$ cat src/udisc_consts.svh
// Register offsets, field positions, reset values and timing figures
`ifndef UDISC_CONSTS_SVH
`define UDISC_CONSTS_SVH
// Printed offsets are not multiples of four: these are indices
`define UDISC_IDX_CTRL 8'hE0
`define UDISC_IDX_PFLAGS 8'hE1
`define UDISC_IDX_PMASK 8'hE2
`define UDISC_IDX_ESUM 8'hE3
`define UDISC_IDX_EMASK 8'hE4
`define UDISC_IDX_GSTAT 8'hE5
`define UDISC_IDX_SYS 8'hE6
`define UDISC_IDX_EPSTAT 8'hE7
// Control register fields
`define UDISC_CR_WAKE_REQ 7
`define UDISC_CR_PULLUP 5
`define UDISC_CR_ENABLE 1
`define UDISC_CR_WMASK 8'hA2
// Protocol flag fields
`define UDISC_PF_RESET_END 4
`define UDISC_PF_SOF 3
`define UDISC_PF_WAKE 2
`define UDISC_PF_RESUME 1
`define UDISC_PF_SUSPEND 0
`define UDISC_PF_WMASK 8'h1F
`define UDISC_PM_WMASK 8'h0F
`define UDISC_PM_RESET 8'h02
// General status fields
`define UDISC_GS_WAKE_EN 0
`define UDISC_GS_SIGNALLING 1
// System register fields
`define UDISC_SYS_GIE 0
`define UDISC_SYS_PWR_REDUCE 1
// Vector addresses
`define UDISC_VEC_ENDPOINT 16'h003E
`define UDISC_VEC_PROTOCOL 16'h0040
// Timing: clock in MHz, durations in microseconds
`define UDISC_CLK_MHZ 20
`define UDISC_SUSPEND_US 3000
`define UDISC_WAKE_K_US 13000
`endif

$ cat src/udisc_pkg.sv
// Types shared by the USB control and event logic
package udisc_pkg;
  typedef enum logic [2:0] {
    UDISC_WK_IDLE = 3'b001,
    UDISC_WK_DRIVE = 3'b010,
    UDISC_WK_DONE = 3'b100
  } udisc_wake_t;
endpackage

$ cat src/udisc_ctrl.sv
// USB device control, suspend/resume, remote wake-up and interrupt logic
//
// Our own choice: the APB register port.
`timescale 1ns/1ps
`include "udisc_consts.svh"

module udisc_ctrl
  import udisc_pkg::*;
#(
  parameter int SUSPEND_CYCLES = (`UDISC_SUSPEND_US * `UDISC_CLK_MHZ),
  parameter int WAKE_K_CYCLES = (`UDISC_WAKE_K_US * `UDISC_CLK_MHZ),
  parameter int NUM_EP = 8,
  parameter int CNT_W = 20
)
(
  input wire logic i_clock,
  input wire logic i_nrst,
  // APB slave
  input wire logic i_psel,
  input wire logic i_penable,
  input wire logic i_pwrite,
  input wire logic [11:0] i_paddr,
  input wire logic [31:0] i_pwdata,
  output logic [31:0] o_prdata,
  output logic o_pready,
  output logic o_pslverr,
  // Bus-side events from the serial engine and line state
  input wire logic i_bus_idle,
  input wire logic i_bus_reset,
  input wire logic i_sof_pid,
  input wire logic i_bus_resume,
  input wire logic i_remote_wake_enable,
  input wire logic [NUM_EP-1:0] i_ep_cause,
  input wire logic [NUM_EP-1:0] i_ep_ready,
  input wire logic [NUM_EP-1:0] i_ep_bank_release,
  // Outputs toward transceiver, clocking and CPU
  output logic o_drive_k,
  output logic o_pullup_connect,
  output logic o_module_run,
  output logic o_osc_off,
  output logic o_wakeup,
  output logic o_irq_endpoint,
  output logic o_irq_protocol,
  output logic [15:0] o_irq_vector,
  output logic [NUM_EP-1:0] o_ep_nak,
  output logic [NUM_EP-1:0] o_ep_bank
);

  // Pin-side inputs pass two flops before any logic reads them
  logic [4:0] sync_a;
  logic [4:0] sync_b;
  logic [NUM_EP-1:0] ep_sync_a;
  logic [NUM_EP-1:0] ep_sync_b;
  logic [NUM_EP-1:0] rdy_sync_a;
  logic [NUM_EP-1:0] rdy_sync_b;
  logic [NUM_EP-1:0] rel_sync_a;
  logic [NUM_EP-1:0] rel_sync_b;
  always_ff @(posedge i_clock or negedge i_nrst)
  begin
    if (!i_nrst)
    begin
      sync_a <= 5'h00;
      sync_b <= 5'h00;
      ep_sync_a <= '0;
      ep_sync_b <= '0;
      rdy_sync_a <= '0;
      rdy_sync_b <= '0;
      rel_sync_a <= '0;
      rel_sync_b <= '0;
    end
    else
    begin
      sync_a <= {i_remote_wake_enable, i_bus_resume, i_sof_pid, i_bus_reset, i_bus_idle};
      sync_b <= sync_a;
      ep_sync_a <= i_ep_cause;
      ep_sync_b <= ep_sync_a;
      rdy_sync_a <= i_ep_ready;
      rdy_sync_b <= rdy_sync_a;
      rel_sync_a <= i_ep_bank_release;
      rel_sync_b <= rel_sync_a;
    end
  end
  logic idle_s;
  logic reset_s;
  logic sof_s;
  logic resume_s;
  logic wake_en_s;
  assign idle_s = sync_b[0];
  assign reset_s = sync_b[1];
  assign sof_s = sync_b[2];
  assign resume_s = sync_b[3];
  assign wake_en_s = sync_b[4];

  // Register and state storage
  logic [7:0] ctrl;
  logic [7:0] pflags;
  logic [7:0] pmask;
  logic [7:0] emask;
  logic [1:0] sys;
  logic reset_d;
  logic suspended;
  logic [CNT_W-1:0] idle_cnt;
  logic [CNT_W-1:0] k_cnt;
  udisc_wake_t wk_state;
  logic [NUM_EP-1:0] bank;
  logic [31:0] prdata;
  logic pready;
  logic pslverr;
  logic [7:0] next_ctrl;
  logic [7:0] next_pflags;
  logic [7:0] next_pmask;
  logic [7:0] next_emask;
  logic [1:0] next_sys;
  logic next_suspended;
  logic [CNT_W-1:0] next_idle_cnt;
  logic [CNT_W-1:0] next_k_cnt;
  udisc_wake_t next_wk_state;
  logic [NUM_EP-1:0] next_bank;
  logic [31:0] next_prdata;
  logic next_pready;
  logic next_pslverr;

  // APB decode: one word per register, byte address is four times the index
  logic acc;
  logic wr;
  logic [9:0] idx;
  logic mapped;
  assign acc = i_psel && i_penable && pready;
  assign wr = acc && i_pwrite;
  assign idx = i_paddr[11:2];
  assign mapped = (i_paddr[1:0] == 2'h0) && ((idx == 10'(`UDISC_IDX_CTRL))
    || (idx == 10'(`UDISC_IDX_PFLAGS)) || (idx == 10'(`UDISC_IDX_PMASK))
    || (idx == 10'(`UDISC_IDX_ESUM)) || (idx == 10'(`UDISC_IDX_EMASK))
    || (idx == 10'(`UDISC_IDX_GSTAT)) || (idx == 10'(`UDISC_IDX_SYS))
    || (idx == 10'(`UDISC_IDX_EPSTAT)));

  // Module runs only when enabled and not power-reduced
  logic run;
  assign run = ctrl[`UDISC_CR_ENABLE] && !sys[`UDISC_SYS_PWR_REDUCE];

  logic signalling;
  assign signalling = (wk_state == UDISC_WK_DRIVE);
  logic [7:0] gstat;
  assign gstat = {6'h00, signalling, wake_en_s};
  logic [7:0] esum;
  assign esum = ep_sync_b & {NUM_EP{run}};

  // Register, flag and suspend next-state logic
  always_comb
  begin
    next_ctrl = ctrl;
    next_pflags = pflags;
    next_pmask = pmask;
    next_emask = emask;
    next_sys = sys;
    next_suspended = suspended;
    next_idle_cnt = '0;
    next_prdata = 32'h0000_0000;
    next_pready = 1'b0;
    next_pslverr = 1'b0;
    // One wait state: ready answers in the second access cycle
    if (i_psel && i_penable && !pready)
    begin
      next_pready = 1'b1;
      next_pslverr = !mapped;
      if (!i_pwrite && mapped)
      begin
        case (idx)
          10'(`UDISC_IDX_CTRL): next_prdata = {24'h0, ctrl};
          10'(`UDISC_IDX_PFLAGS): next_prdata = {24'h0, pflags};
          10'(`UDISC_IDX_PMASK): next_prdata = {24'h0, pmask};
          10'(`UDISC_IDX_ESUM): next_prdata = {24'h0, esum};
          10'(`UDISC_IDX_EMASK): next_prdata = {24'h0, emask};
          10'(`UDISC_IDX_GSTAT): next_prdata = {24'h0, gstat};
          10'(`UDISC_IDX_SYS): next_prdata = {30'h0, sys};
          10'(`UDISC_IDX_EPSTAT): next_prdata = {16'h0, bank, o_ep_nak};
          default: next_prdata = 32'h0000_0000;
        endcase
      end
    end
    // Software writes; flag writes store zero or one, so firmware may force events
    if (wr && mapped)
    begin
      case (idx)
        10'(`UDISC_IDX_CTRL): next_ctrl = i_pwdata[7:0] & `UDISC_CR_WMASK;
        10'(`UDISC_IDX_PFLAGS): next_pflags = i_pwdata[7:0] & `UDISC_PF_WMASK;
        10'(`UDISC_IDX_PMASK): next_pmask = i_pwdata[7:0] & `UDISC_PM_WMASK;
        10'(`UDISC_IDX_EMASK): next_emask = i_pwdata[7:0];
        10'(`UDISC_IDX_SYS): next_sys = i_pwdata[1:0];
        default: next_ctrl = ctrl;
      endcase
    end
    // Idle counter: 3 ms of bus idle is a suspend request
    if (run && idle_s && !suspended)
    begin
      next_idle_cnt = idle_cnt + CNT_W'(1);
      if (idle_cnt >= CNT_W'(SUSPEND_CYCLES - 1))
      begin
        next_suspended = 1'b1;
        next_idle_cnt = '0;
      end
    end
    if (suspended && (resume_s || reset_s || !run))
    begin
      next_suspended = 1'b0;
    end
    // Hardware sets win over a same-cycle software clear
    if (run)
    begin
      if (next_suspended && !suspended) next_pflags[`UDISC_PF_SUSPEND] = 1'b1;
      if (suspended && resume_s) next_pflags[`UDISC_PF_RESUME] = 1'b1;
      if (sof_s) next_pflags[`UDISC_PF_SOF] = 1'b1;
      if (reset_d && !reset_s) next_pflags[`UDISC_PF_RESET_END] = 1'b1;
      if (wk_state == UDISC_WK_IDLE && next_wk_state == UDISC_WK_DRIVE)
        next_pflags[`UDISC_PF_WAKE] = 1'b1;
    end
    else
    begin
      // Disabled module is held in reset
      next_pflags = 8'h00;
      next_suspended = 1'b0;
    end
  end

  // Remote wake-up sequence
  always_comb
  begin
    next_wk_state = wk_state;
    next_k_cnt = k_cnt;
    case (wk_state)
      UDISC_WK_IDLE:
      begin
        next_k_cnt = '0;
        if (run && suspended && wake_en_s && ctrl[`UDISC_CR_WAKE_REQ])
        begin
          next_wk_state = UDISC_WK_DRIVE;
        end
      end
      UDISC_WK_DRIVE:
      begin
        // Fixed K length; dropping the wake request does not cut it short, only loss of run does
        if (!run)
        begin
          next_wk_state = UDISC_WK_IDLE;
        end
        else if (k_cnt >= CNT_W'(WAKE_K_CYCLES - 1))
        begin
          next_wk_state = UDISC_WK_DONE;
        end
        else
        begin
          next_k_cnt = k_cnt + CNT_W'(1);
        end
      end
      UDISC_WK_DONE:
      begin
        // Wait for firmware to drop the request before another sequence
        if (!ctrl[`UDISC_CR_WAKE_REQ] || !run)
        begin
          next_wk_state = UDISC_WK_IDLE;
        end
      end
      default: next_wk_state = UDISC_WK_IDLE;
    endcase
  end

  // Double-banked endpoints swap bank on each release; others stay on bank zero
  genvar g;
  generate
    for (g = 0; g < NUM_EP; g++)
    begin : g_bank
      if (g >= 1 && g <= 3)
      begin : g_dbl
        assign next_bank[g] = run ? (bank[g] ^ rel_sync_b[g]) : 1'b0;
      end
      else
      begin : g_sgl
        assign next_bank[g] = 1'b0;
      end
    end
  endgenerate

  // State registers
  always_ff @(posedge i_clock or negedge i_nrst)
  begin
    if (!i_nrst)
    begin
      ctrl <= 8'h00;
      pflags <= 8'h00;
      pmask <= `UDISC_PM_RESET;
      emask <= 8'h00;
      sys <= 2'h0;
      reset_d <= 1'b0;
      suspended <= 1'b0;
      idle_cnt <= '0;
      k_cnt <= '0;
      wk_state <= UDISC_WK_IDLE;
      bank <= '0;
      prdata <= 32'h0000_0000;
      pready <= 1'b0;
      pslverr <= 1'b0;
    end
    else
    begin
      ctrl <= next_ctrl;
      pflags <= next_pflags;
      pmask <= next_pmask;
      emask <= next_emask;
      sys <= next_sys;
      reset_d <= reset_s;
      suspended <= next_suspended;
      idle_cnt <= next_idle_cnt;
      k_cnt <= next_k_cnt;
      wk_state <= next_wk_state;
      bank <= next_bank;
      prdata <= next_prdata;
      pready <= next_pready;
      pslverr <= next_pslverr;
    end
  end

  // Interrupt requests, computed from next values so outputs stay registered
  logic next_irq_p;
  logic next_irq_e;
  assign next_irq_p = next_sys[`UDISC_SYS_GIE] && (next_pflags[`UDISC_PF_RESET_END]
    || |(next_pflags[3:0] & next_pmask[3:0]));
  assign next_irq_e = next_sys[`UDISC_SYS_GIE] && run
    && |(ep_sync_b & next_emask);

  // Registered outputs
  always_ff @(posedge i_clock or negedge i_nrst)
  begin
    if (!i_nrst)
    begin
      o_irq_protocol <= 1'b0;
      o_irq_endpoint <= 1'b0;
      o_irq_vector <= 16'h0000;
      o_drive_k <= 1'b0;
      o_pullup_connect <= 1'b0;
      o_module_run <= 1'b0;
      o_osc_off <= 1'b0;
      o_wakeup <= 1'b0;
      o_ep_nak <= '0;
      o_ep_bank <= '0;
    end
    else
    begin
      o_irq_protocol <= next_irq_p;
      o_irq_endpoint <= next_irq_e;
      // Endpoint vector has priority when both are pending
      o_irq_vector <= next_irq_e ? `UDISC_VEC_ENDPOINT
        : (next_irq_p ? `UDISC_VEC_PROTOCOL : 16'h0000);
      o_drive_k <= (next_wk_state == UDISC_WK_DRIVE);
      o_pullup_connect <= next_ctrl[`UDISC_CR_PULLUP];
      o_module_run <= next_ctrl[`UDISC_CR_ENABLE] && !next_sys[`UDISC_SYS_PWR_REDUCE];
      // Oscillator stays off past resume; the woken firmware's flag write restarts it
      o_osc_off <= next_suspended || (o_osc_off && run
        && !(wr && mapped && (idx == 10'(`UDISC_IDX_PFLAGS))));
      o_wakeup <= suspended && resume_s && run;
      o_ep_nak <= ~rdy_sync_b & {NUM_EP{run}};
      o_ep_bank <= next_bank;
    end
  end

  assign o_prdata = prdata;
  assign o_pready = pready;
  assign o_pslverr = pslverr;

endmodule // udisc_ctrl

$ cat config.mk
export PLATFORM = sky130hd
export DESIGN_NAME = udisc_ctrl
export DESIGN_NICKNAME = d
export VERILOG_FILES = /design/src/udisc_pkg.sv /design/src/udisc_ctrl.sv
export VERILOG_INCLUDE_DIRS = /design/src
export SDC_FILE = /design/constraint.sdc
export NUM_CORES = 1
export LEC_CHECK = 0
export BUFFER_PORTS_ARGS = -buffer_cell sky130_fd_sc_hd__buf_2
export CAP_MARGIN = 10
export CORE_MARGIN = 4
export CORE_UTILIZATION = 55
export CTS_BUF_LIST = sky130_fd_sc_hd__clkbuf_8
export CTS_CLUSTER_SIZE = 25
export DETAILED_ROUTE_END_ITERATION = 8
export GPL_TIMING_DRIVEN = 0
export HOLD_SLACK_MARGIN = 0.05
export PLACE_DENSITY = 0.82
export SYNTH_ARGS = -nofsm -noshare
export SYNTH_HDL_FRONTEND = slang
export SYNTH_SLANG_ARGS = --single-unit
$ cat constraint.sdc
create_clock -name i_clock -period 3.4 [get_ports i_clock]
set_input_delay 0.85 -clock i_clock [delete_from_list [all_inputs] [get_ports i_clock]]
set_output_delay 0.85 -clock i_clock [all_outputs]
set_load 0.02 [all_outputs]
== Yosys cells after proc, flatten, opt, wreduce, memory -nomap -nowiden ==
Cells that the tools add are included.

* Flip-flop bits (word level): 179
* Memory bits (read-only): 0
* Output and inout bits: 73
* Logic and storage cells: 157
* Latch bits: 0
* Bits in writable memories: 0
* Memories kept: 0

* Add/subtract/negate cells: 2
* Shift-type cells: 0
* Divide/modulo/power cells: 0
* Equality and inequality tests: 16
* Bitwise gates (word level): 8
* $lt $le $gt $ge: 2
* Mux-type cells: 41
* Reductions and logical operators: 55
* Multiply operators: 0

{| class="wikitable"
|+ Operators with widths
! cell !! count
|-
| one-hot mux 12 bit (8 select lines) || 1
|-
| equality test 10 x 8 -> 1 bit, second input constant || 8
|-
| 2-to-1 mux 20 bit || 4
|-
| adder 20 x 1 -> 20 bit, second input constant || 2
|-
| one-hot mux 20 bit (2 select lines) || 1
|-
| 2-to-1 mux 8 bit || 4
|-
| logical AND 1 bit || 26
|-
| bitwise AND 8 bit || 3
|-
| 2-to-1 mux 12 bit || 2
|-
| >= comparator 20 x 16 -> 1 bit, second input constant || 1
|-
| >= comparator 20 x 18 -> 1 bit, second input constant || 1
|-
| 2-to-1 mux 3 bit || 5
|-
| 2-to-1 mux 1 bit || 14
|-
| 2-to-1 mux 7 bit || 2
|-
| logical OR 1 bit || 12
|-
| 2-to-1 mux 6 bit || 2
|-
| zero test 1 bit || 10
|-
| one-hot mux 3 bit (3 select lines) || 1
|-
| 2-to-1 mux 4 bit || 2
|-
| NOT 8 bit || 1
|-
| OR reduction 8 bit || 1
|-
| equality test 3 x 2 -> 1 bit, second input constant || 2
|-
| 2-to-1 mux 5 bit || 1
|-
| bitwise AND 4 bit || 1
|-
| other kinds (11) || 17
|}

== Logic depth before layout (Yosys ltp) ==
* Depth after elaboration: 19
* Gate-level depth with buffers: 9

== Worst setup path after synthesis ==
No wires, ideal clock.

* Path kind: input to register
* Start point: in i_paddr[10]
* End point: reg o_irq_vector[5]
* Path slack: 225 ps
* Library setup time: 119 ps
* Arrival: 3056 ps
* Cell stages on the path: 7
* Path buffers: 0
* Cell sequence: or4b_4 -> nor4_4 -> mux2_2 -> a22o_1 -> a221oi_1 -> a31oi_1 -> and2_1

* Word-level cells in the longest chain between the ends: 15
* Elaborated cells on any way between the ends: 26
* Those cells by class: eq/ne (8); mux (5); bitwise (1); reduce/logical (12)

{| class="wikitable"
|+ Ends and longest elaborated chain
! item !! RTL line !! source
|-
| start: declaration || udisc_ctrl.sv:22 || <nowiki>input wire logic [11:0] i_paddr,</nowiki>
|-
| equality test 10 x 8 -> 1 bit, on equally long branches || udisc_ctrl.sv:131, udisc_ctrl.sv:132 ||
|-
| logical OR 1 bit (7 in a row) || udisc_ctrl.sv:131 || <nowiki>assign mapped = (i_paddr[1:0] == 2'h0) && ((idx == 10'(`UDISC_IDX_CTRL))</nowiki>
|-
| logical AND 1 bit || udisc_ctrl.sv:131 ||
|-
| logical AND 1 bit || udisc_ctrl.sv:182 || <nowiki>if (wr && mapped)</nowiki>
|-
| 2-to-1 mux 8 bit (*) || udisc_ctrl.sv:182 ||
|-
| via next_emask[3] || udisc_ctrl.sv:112 || <nowiki>logic [7:0] next_emask;</nowiki>
|-
| bitwise AND 8 bit (*) || udisc_ctrl.sv:328 || <nowiki>&& |(ep_sync_b & next_emask);</nowiki>
|-
| OR reduction 8 bit (*) || udisc_ctrl.sv:328 ||
|-
| logical AND 1 bit (*) || udisc_ctrl.sv:327 || <nowiki>assign next_irq_e = next_sys[`UDISC_SYS_GIE] && run</nowiki>
|-
| via next_irq_e || udisc_ctrl.sv:324 || <nowiki>logic next_irq_e;</nowiki>
|-
| 2-to-1 mux 7 bit (*) || udisc_ctrl.sv:351 || <nowiki>o_irq_vector <= next_irq_e ? `UDISC_VEC_ENDPOINT</nowiki>
|-
| end signal: assignment || udisc_ctrl.sv:351 ||
|-
| end: declaration || udisc_ctrl.sv:44 || <nowiki>output logic [15:0] o_irq_vector,</nowiki>
|}

The timed path passes the listed nets; every way through them passes the cells marked *.
A chain may end at the register's enable or synchronous reset.

== Worst setup path in the final report ==
Same ends and word-level chain as after synthesis.

==> impl_metrics.env <==
export IMPL_syn2layout_area_growth_pct=20.3
export IMPL_yosys_warnings=0
export IMPL_vias_per_cell=5.36
export IMPL_port_buffers=84
export IMPL_hold_path_class="input port to async pin"
export IMPL_grt_overflow_total=0
export IMPL_critPathKind="input port to flip-flop"
export IMPL_synth_area_leaders="dfrtp_1 (60%), buf_4 (5.1%), nor2_1 (3.9%)"
export IMPL_grt_util_met3_pct=6.58
export IMPL_drt_antenna_violating_nets=0
export IMPL_synth_top_area_cell="dfrtp_1"
export IMPL_ys_ff_latch=146
export IMPL_multi_input_area_mm2=0.00210
export IMPL_die_height_um=113
export IMPL_clk_pin_slew_ns=0.09
export IMPL_grt_pass1_wl_mm=20.9
export IMPL_hold_slack_ns=0.350
export IMPL_worstPathRequired_ns=3.73
export IMPL_vdd_ir_drop_max_mv=0.515
export IMPL_dpl_hpwl_mm=9.18
export IMPL_clockBufferDepth=2
export IMPL_period_share_pct=96.8
export IMPL_post_cts_setup_buffer_count=0
export IMPL_worstPathCellList="buf_2 > or4b_4 > nor4_4 > mux2_2 > a22o_1 > a221oi_1 > a31oi_1 > and2_1"
export IMPL_cp_slowest_cell="nor4_4"
export IMPL_combPwrFrac_pct=4.9
export IMPL_setup_viol=0
export IMPL_top_usage_layer="met2"
export IMPL_syn_area_mm2=0.00603
export IMPL_ys_seq_area_share_pct=60.7
export IMPL_synthDistinctLibCells=55
export IMPL_cellPowerDensity_mw_per_mm2=475
export IMPL_finalHoldViolations=0
export IMPL_diodes=0
export IMPL_grt_util_met1_pct=27.3
export IMPL_drt_pass1_iterations=8
export IMPL_slew_viol_final=0
export IMPL_startpoint="i_paddr[10]"
export IMPL_period_minus_slack_ns=3.29
export IMPL_fp_row_count=37
export IMPL_outcome="completed"
export IMPL_htree_levels=4
export IMPL_synth_edff_count=0
export IMPL_fillers=750
export IMPL_path_max_fanout=8
export IMPL_routedWlPerCell_um=15.6
export IMPL_layout_commonest_cell="dfrtp_1"
export IMPL_grt_pass1_vias=4312
export IMPL_final_nets=742
export IMPL_reg2reg_from="o_pready"
export IMPL_track_usage_pct=20.5
export IMPL_io_pins=151
export IMPL_core_mm2=0.0105
export IMPL_ys_flop_type="dfrtp_1"
export IMPL_clkSinkCount=146
export IMPL_finalClockSkew_ns=0.0137
export IMPL_internal_power_mw=2.60
export IMPL_seqPwrFrac_pct=51.8
export IMPL_max_slew_margin_pct=29.4
export IMPL_clock_latency_ns=0.44
export IMPL_cts_buffers=17
export IMPL_setup_slack_ns=0.110
export IMPL_pre_cts_ws_ns=-0.299
export IMPL_critical_path_max_stage_delay_ns=0.67
export IMPL_drtIter0Drc=254
export IMPL_async_reset_ff_share_pct=100
export IMPL_antenna_found_initial=1
export IMPL_root_buffer="clkbuf_8"
export IMPL_die_area_mm2=0.0127
export IMPL_p_sw_share_pct=24.6
export IMPL_cap_violations=0
export IMPL_avgSynthCellArea_um2=11.6
export IMPL_fp_dieW_um=113
export IMPL_arrival_ns=3.62
export IMPL_drc_errors=0
export IMPL_grt_max_degree=95
export IMPL_fmax_mhz=304
export IMPL_initial_core_util_pct=57.3
export IMPL_cellLeakagePower_nw=3.48
export IMPL_cts_tree="done"
export IMPL_worstMarginPinSlew_ns=1.05
export IMPL_clkPwrFrac_pct=43.3
export IMPL_synth_top_cell_area_share_pct=59.8
export IMPL_via_count=4347
export IMPL_gp_congestion=0.899
export IMPL_final_cell_mix="dfrtp_1 (144), buf_2 (83), nor2_1 (62)"
export IMPL_totalWireLength_mm=12.6
export IMPL_start_kind="input port"
export IMPL_grt_setup_unrepaired="no"
export IMPL_netSwitchingPower_uw=846
export IMPL_endpoint_kind="flip-flop"
export IMPL_synthCells=519
export IMPL_seqCellArea_mm2=0.00366
export IMPL_gr_usage_met2_pct=32.0
export IMPL_drive_above_1_share_pct=27.1
-- layer usage --
| metal | vias up | routed length (µm) |
|---|---|---|
| li1 | 1993 | - |
| met1 | 2113 | 5420 |
| met2 | 206 | 6000 |
| met3 | 33 | 947 |
| met4 | 2 | 245 |
| met5 | - | 13 |
-- metrics by stage --
step                instances  TNS [ns]  utilization (%)  cell area, µm²  total power, mW
floorplan                 558         0                -            6170             1.90
global placement          778    -51.42             64.4            6760             1.98
detailed placement        779     -1.21             64.7            6800             1.98
CTS                       811         0             68.9            7240             3.46
global route              811         0             69.0            7250             3.57
finish                    811         0             69.0            7250             3.44
-- flip-flops by register name (all words and copies together), names as in the netlist, 2 cells and up --
signal and count:
sync_a 5, sync_b 5, pmask 4, rel_sync_a 3, ep_sync_a 8, ep_sync_b 8, rel_sync_b 3, rdy_sync_b 8
o_prdata 11, o_ep_nak 8, o_ep_bank 3, wk_state 3, ctrl 3, pflags 5, idle_cnt 20, k_cnt 20
sys 2, emask 8, o_irq_vector 2, rdy_sync_a 8
-- kinds of logic (layout without fill, tap and decap cells) --
| family | after synthesis | count (layout) | synth area share (%) |
|---|---|---|---|
| buffers and inverters | 70 | 187 | 7.06 |
| other | 1 | 40 | 0.0622 |
| muxes | 25 | 25 | 4.34 |
| AOI/OAI and AO/OA | 60 | 60 | 6.98 |
| adders and majority gates | 2 | 2 | 0.415 |
| xor gates and xnor gates | 30 | 30 | 4.36 |
| DFF | 146 | 146 | 60.7 |
| and+or+nand+nor | 185 | 185 | 16.1 |
-- repair_timing --
action,CTS,global route
resized for setup,0,1
endpoints found under the hold margin,0,0
hold buffers,0,0
endpoints found under the setup margin,0,2
-- area by class of cell --
cell class / count / area share (%)
buffer: 55 / 5.09
clock buffer: 17 / 3.23
clock inverter: 15 / 2.95
inverter: 15 / 0.777
multi-input combinational: 342 / 28.9
sequential: 146 / 50.4
tap: 136 / 2.35
timing repair buffer: 85 / 6.27
-- critical path, delay by kind of cell --
kind                   cells  cell delay (ns)
muxes                      1             0.42
AOI/OAI and AO/OA          3             0.80
buffers and inverters      1             0.10
and+or+nand+nor            3             1.45
-- cell usage after synthesis (3+ instances only) --
| library cell | number |
|---|---|
| a211oi_2 | 3 |
| a21oi_1 | 18 |
| a221oi_1 | 4 |
| a22oi_1 | 9 |
| a31oi_1 | 5 |
| and2_1 | 5 |
| and3_1 | 6 |
| and4_1 | 4 |
| buf_4 | 41 |
| clkbuf_1 | 11 |
| dfrtp_1 | 144 |
| inv_1 | 15 |
| mux2_2 | 9 |
| mux2i_1 | 16 |
| nand2_1 | 29 |
| nand2b_1 | 4 |
| nand3_1 | 15 |
| nand4_1 | 8 |
| nor2_1 | 62 |
| nor2b_1 | 9 |
| nor3_1 | 15 |
| nor4_1 | 8 |
| nor4b_1 | 3 |
| o21ai_0 | 7 |
| or4_1 | 3 |
| xnor2_1 | 20 |
| xor2_1 | 10 |
-- worst paths after layout --
kind                              endpoint  slack, ns  depth (start not counted)
max in group asynchronous     o_ep_bank[1]       2.26                          2
min in group i_clock             sync_b[4]       0.35                          0
min                           idle_cnt[13]       0.35                          1
max                        o_irq_vector[5]       0.11                          8
max reg2reg                o_irq_vector[5]       0.60                          7
min reg2reg                      sync_b[4]       0.35                          0
-- power groups by stage --
| stage | logic, mW | clock network, mW | registers (mW) |
|---|---|---|---|
| detailed placement | 0.168 | 0 | 1.82 |
| floorplan | 0.0887 | 0 | 1.81 |
| finish | 0.170 | 1.49 | 1.78 |
| global route | 0.188 | 1.59 | 1.79 |
| CTS | 0.169 | 1.51 | 1.78 |
| global placement | 0.161 | 0 | 1.81 |
Power figures use the tool's default switching activity.
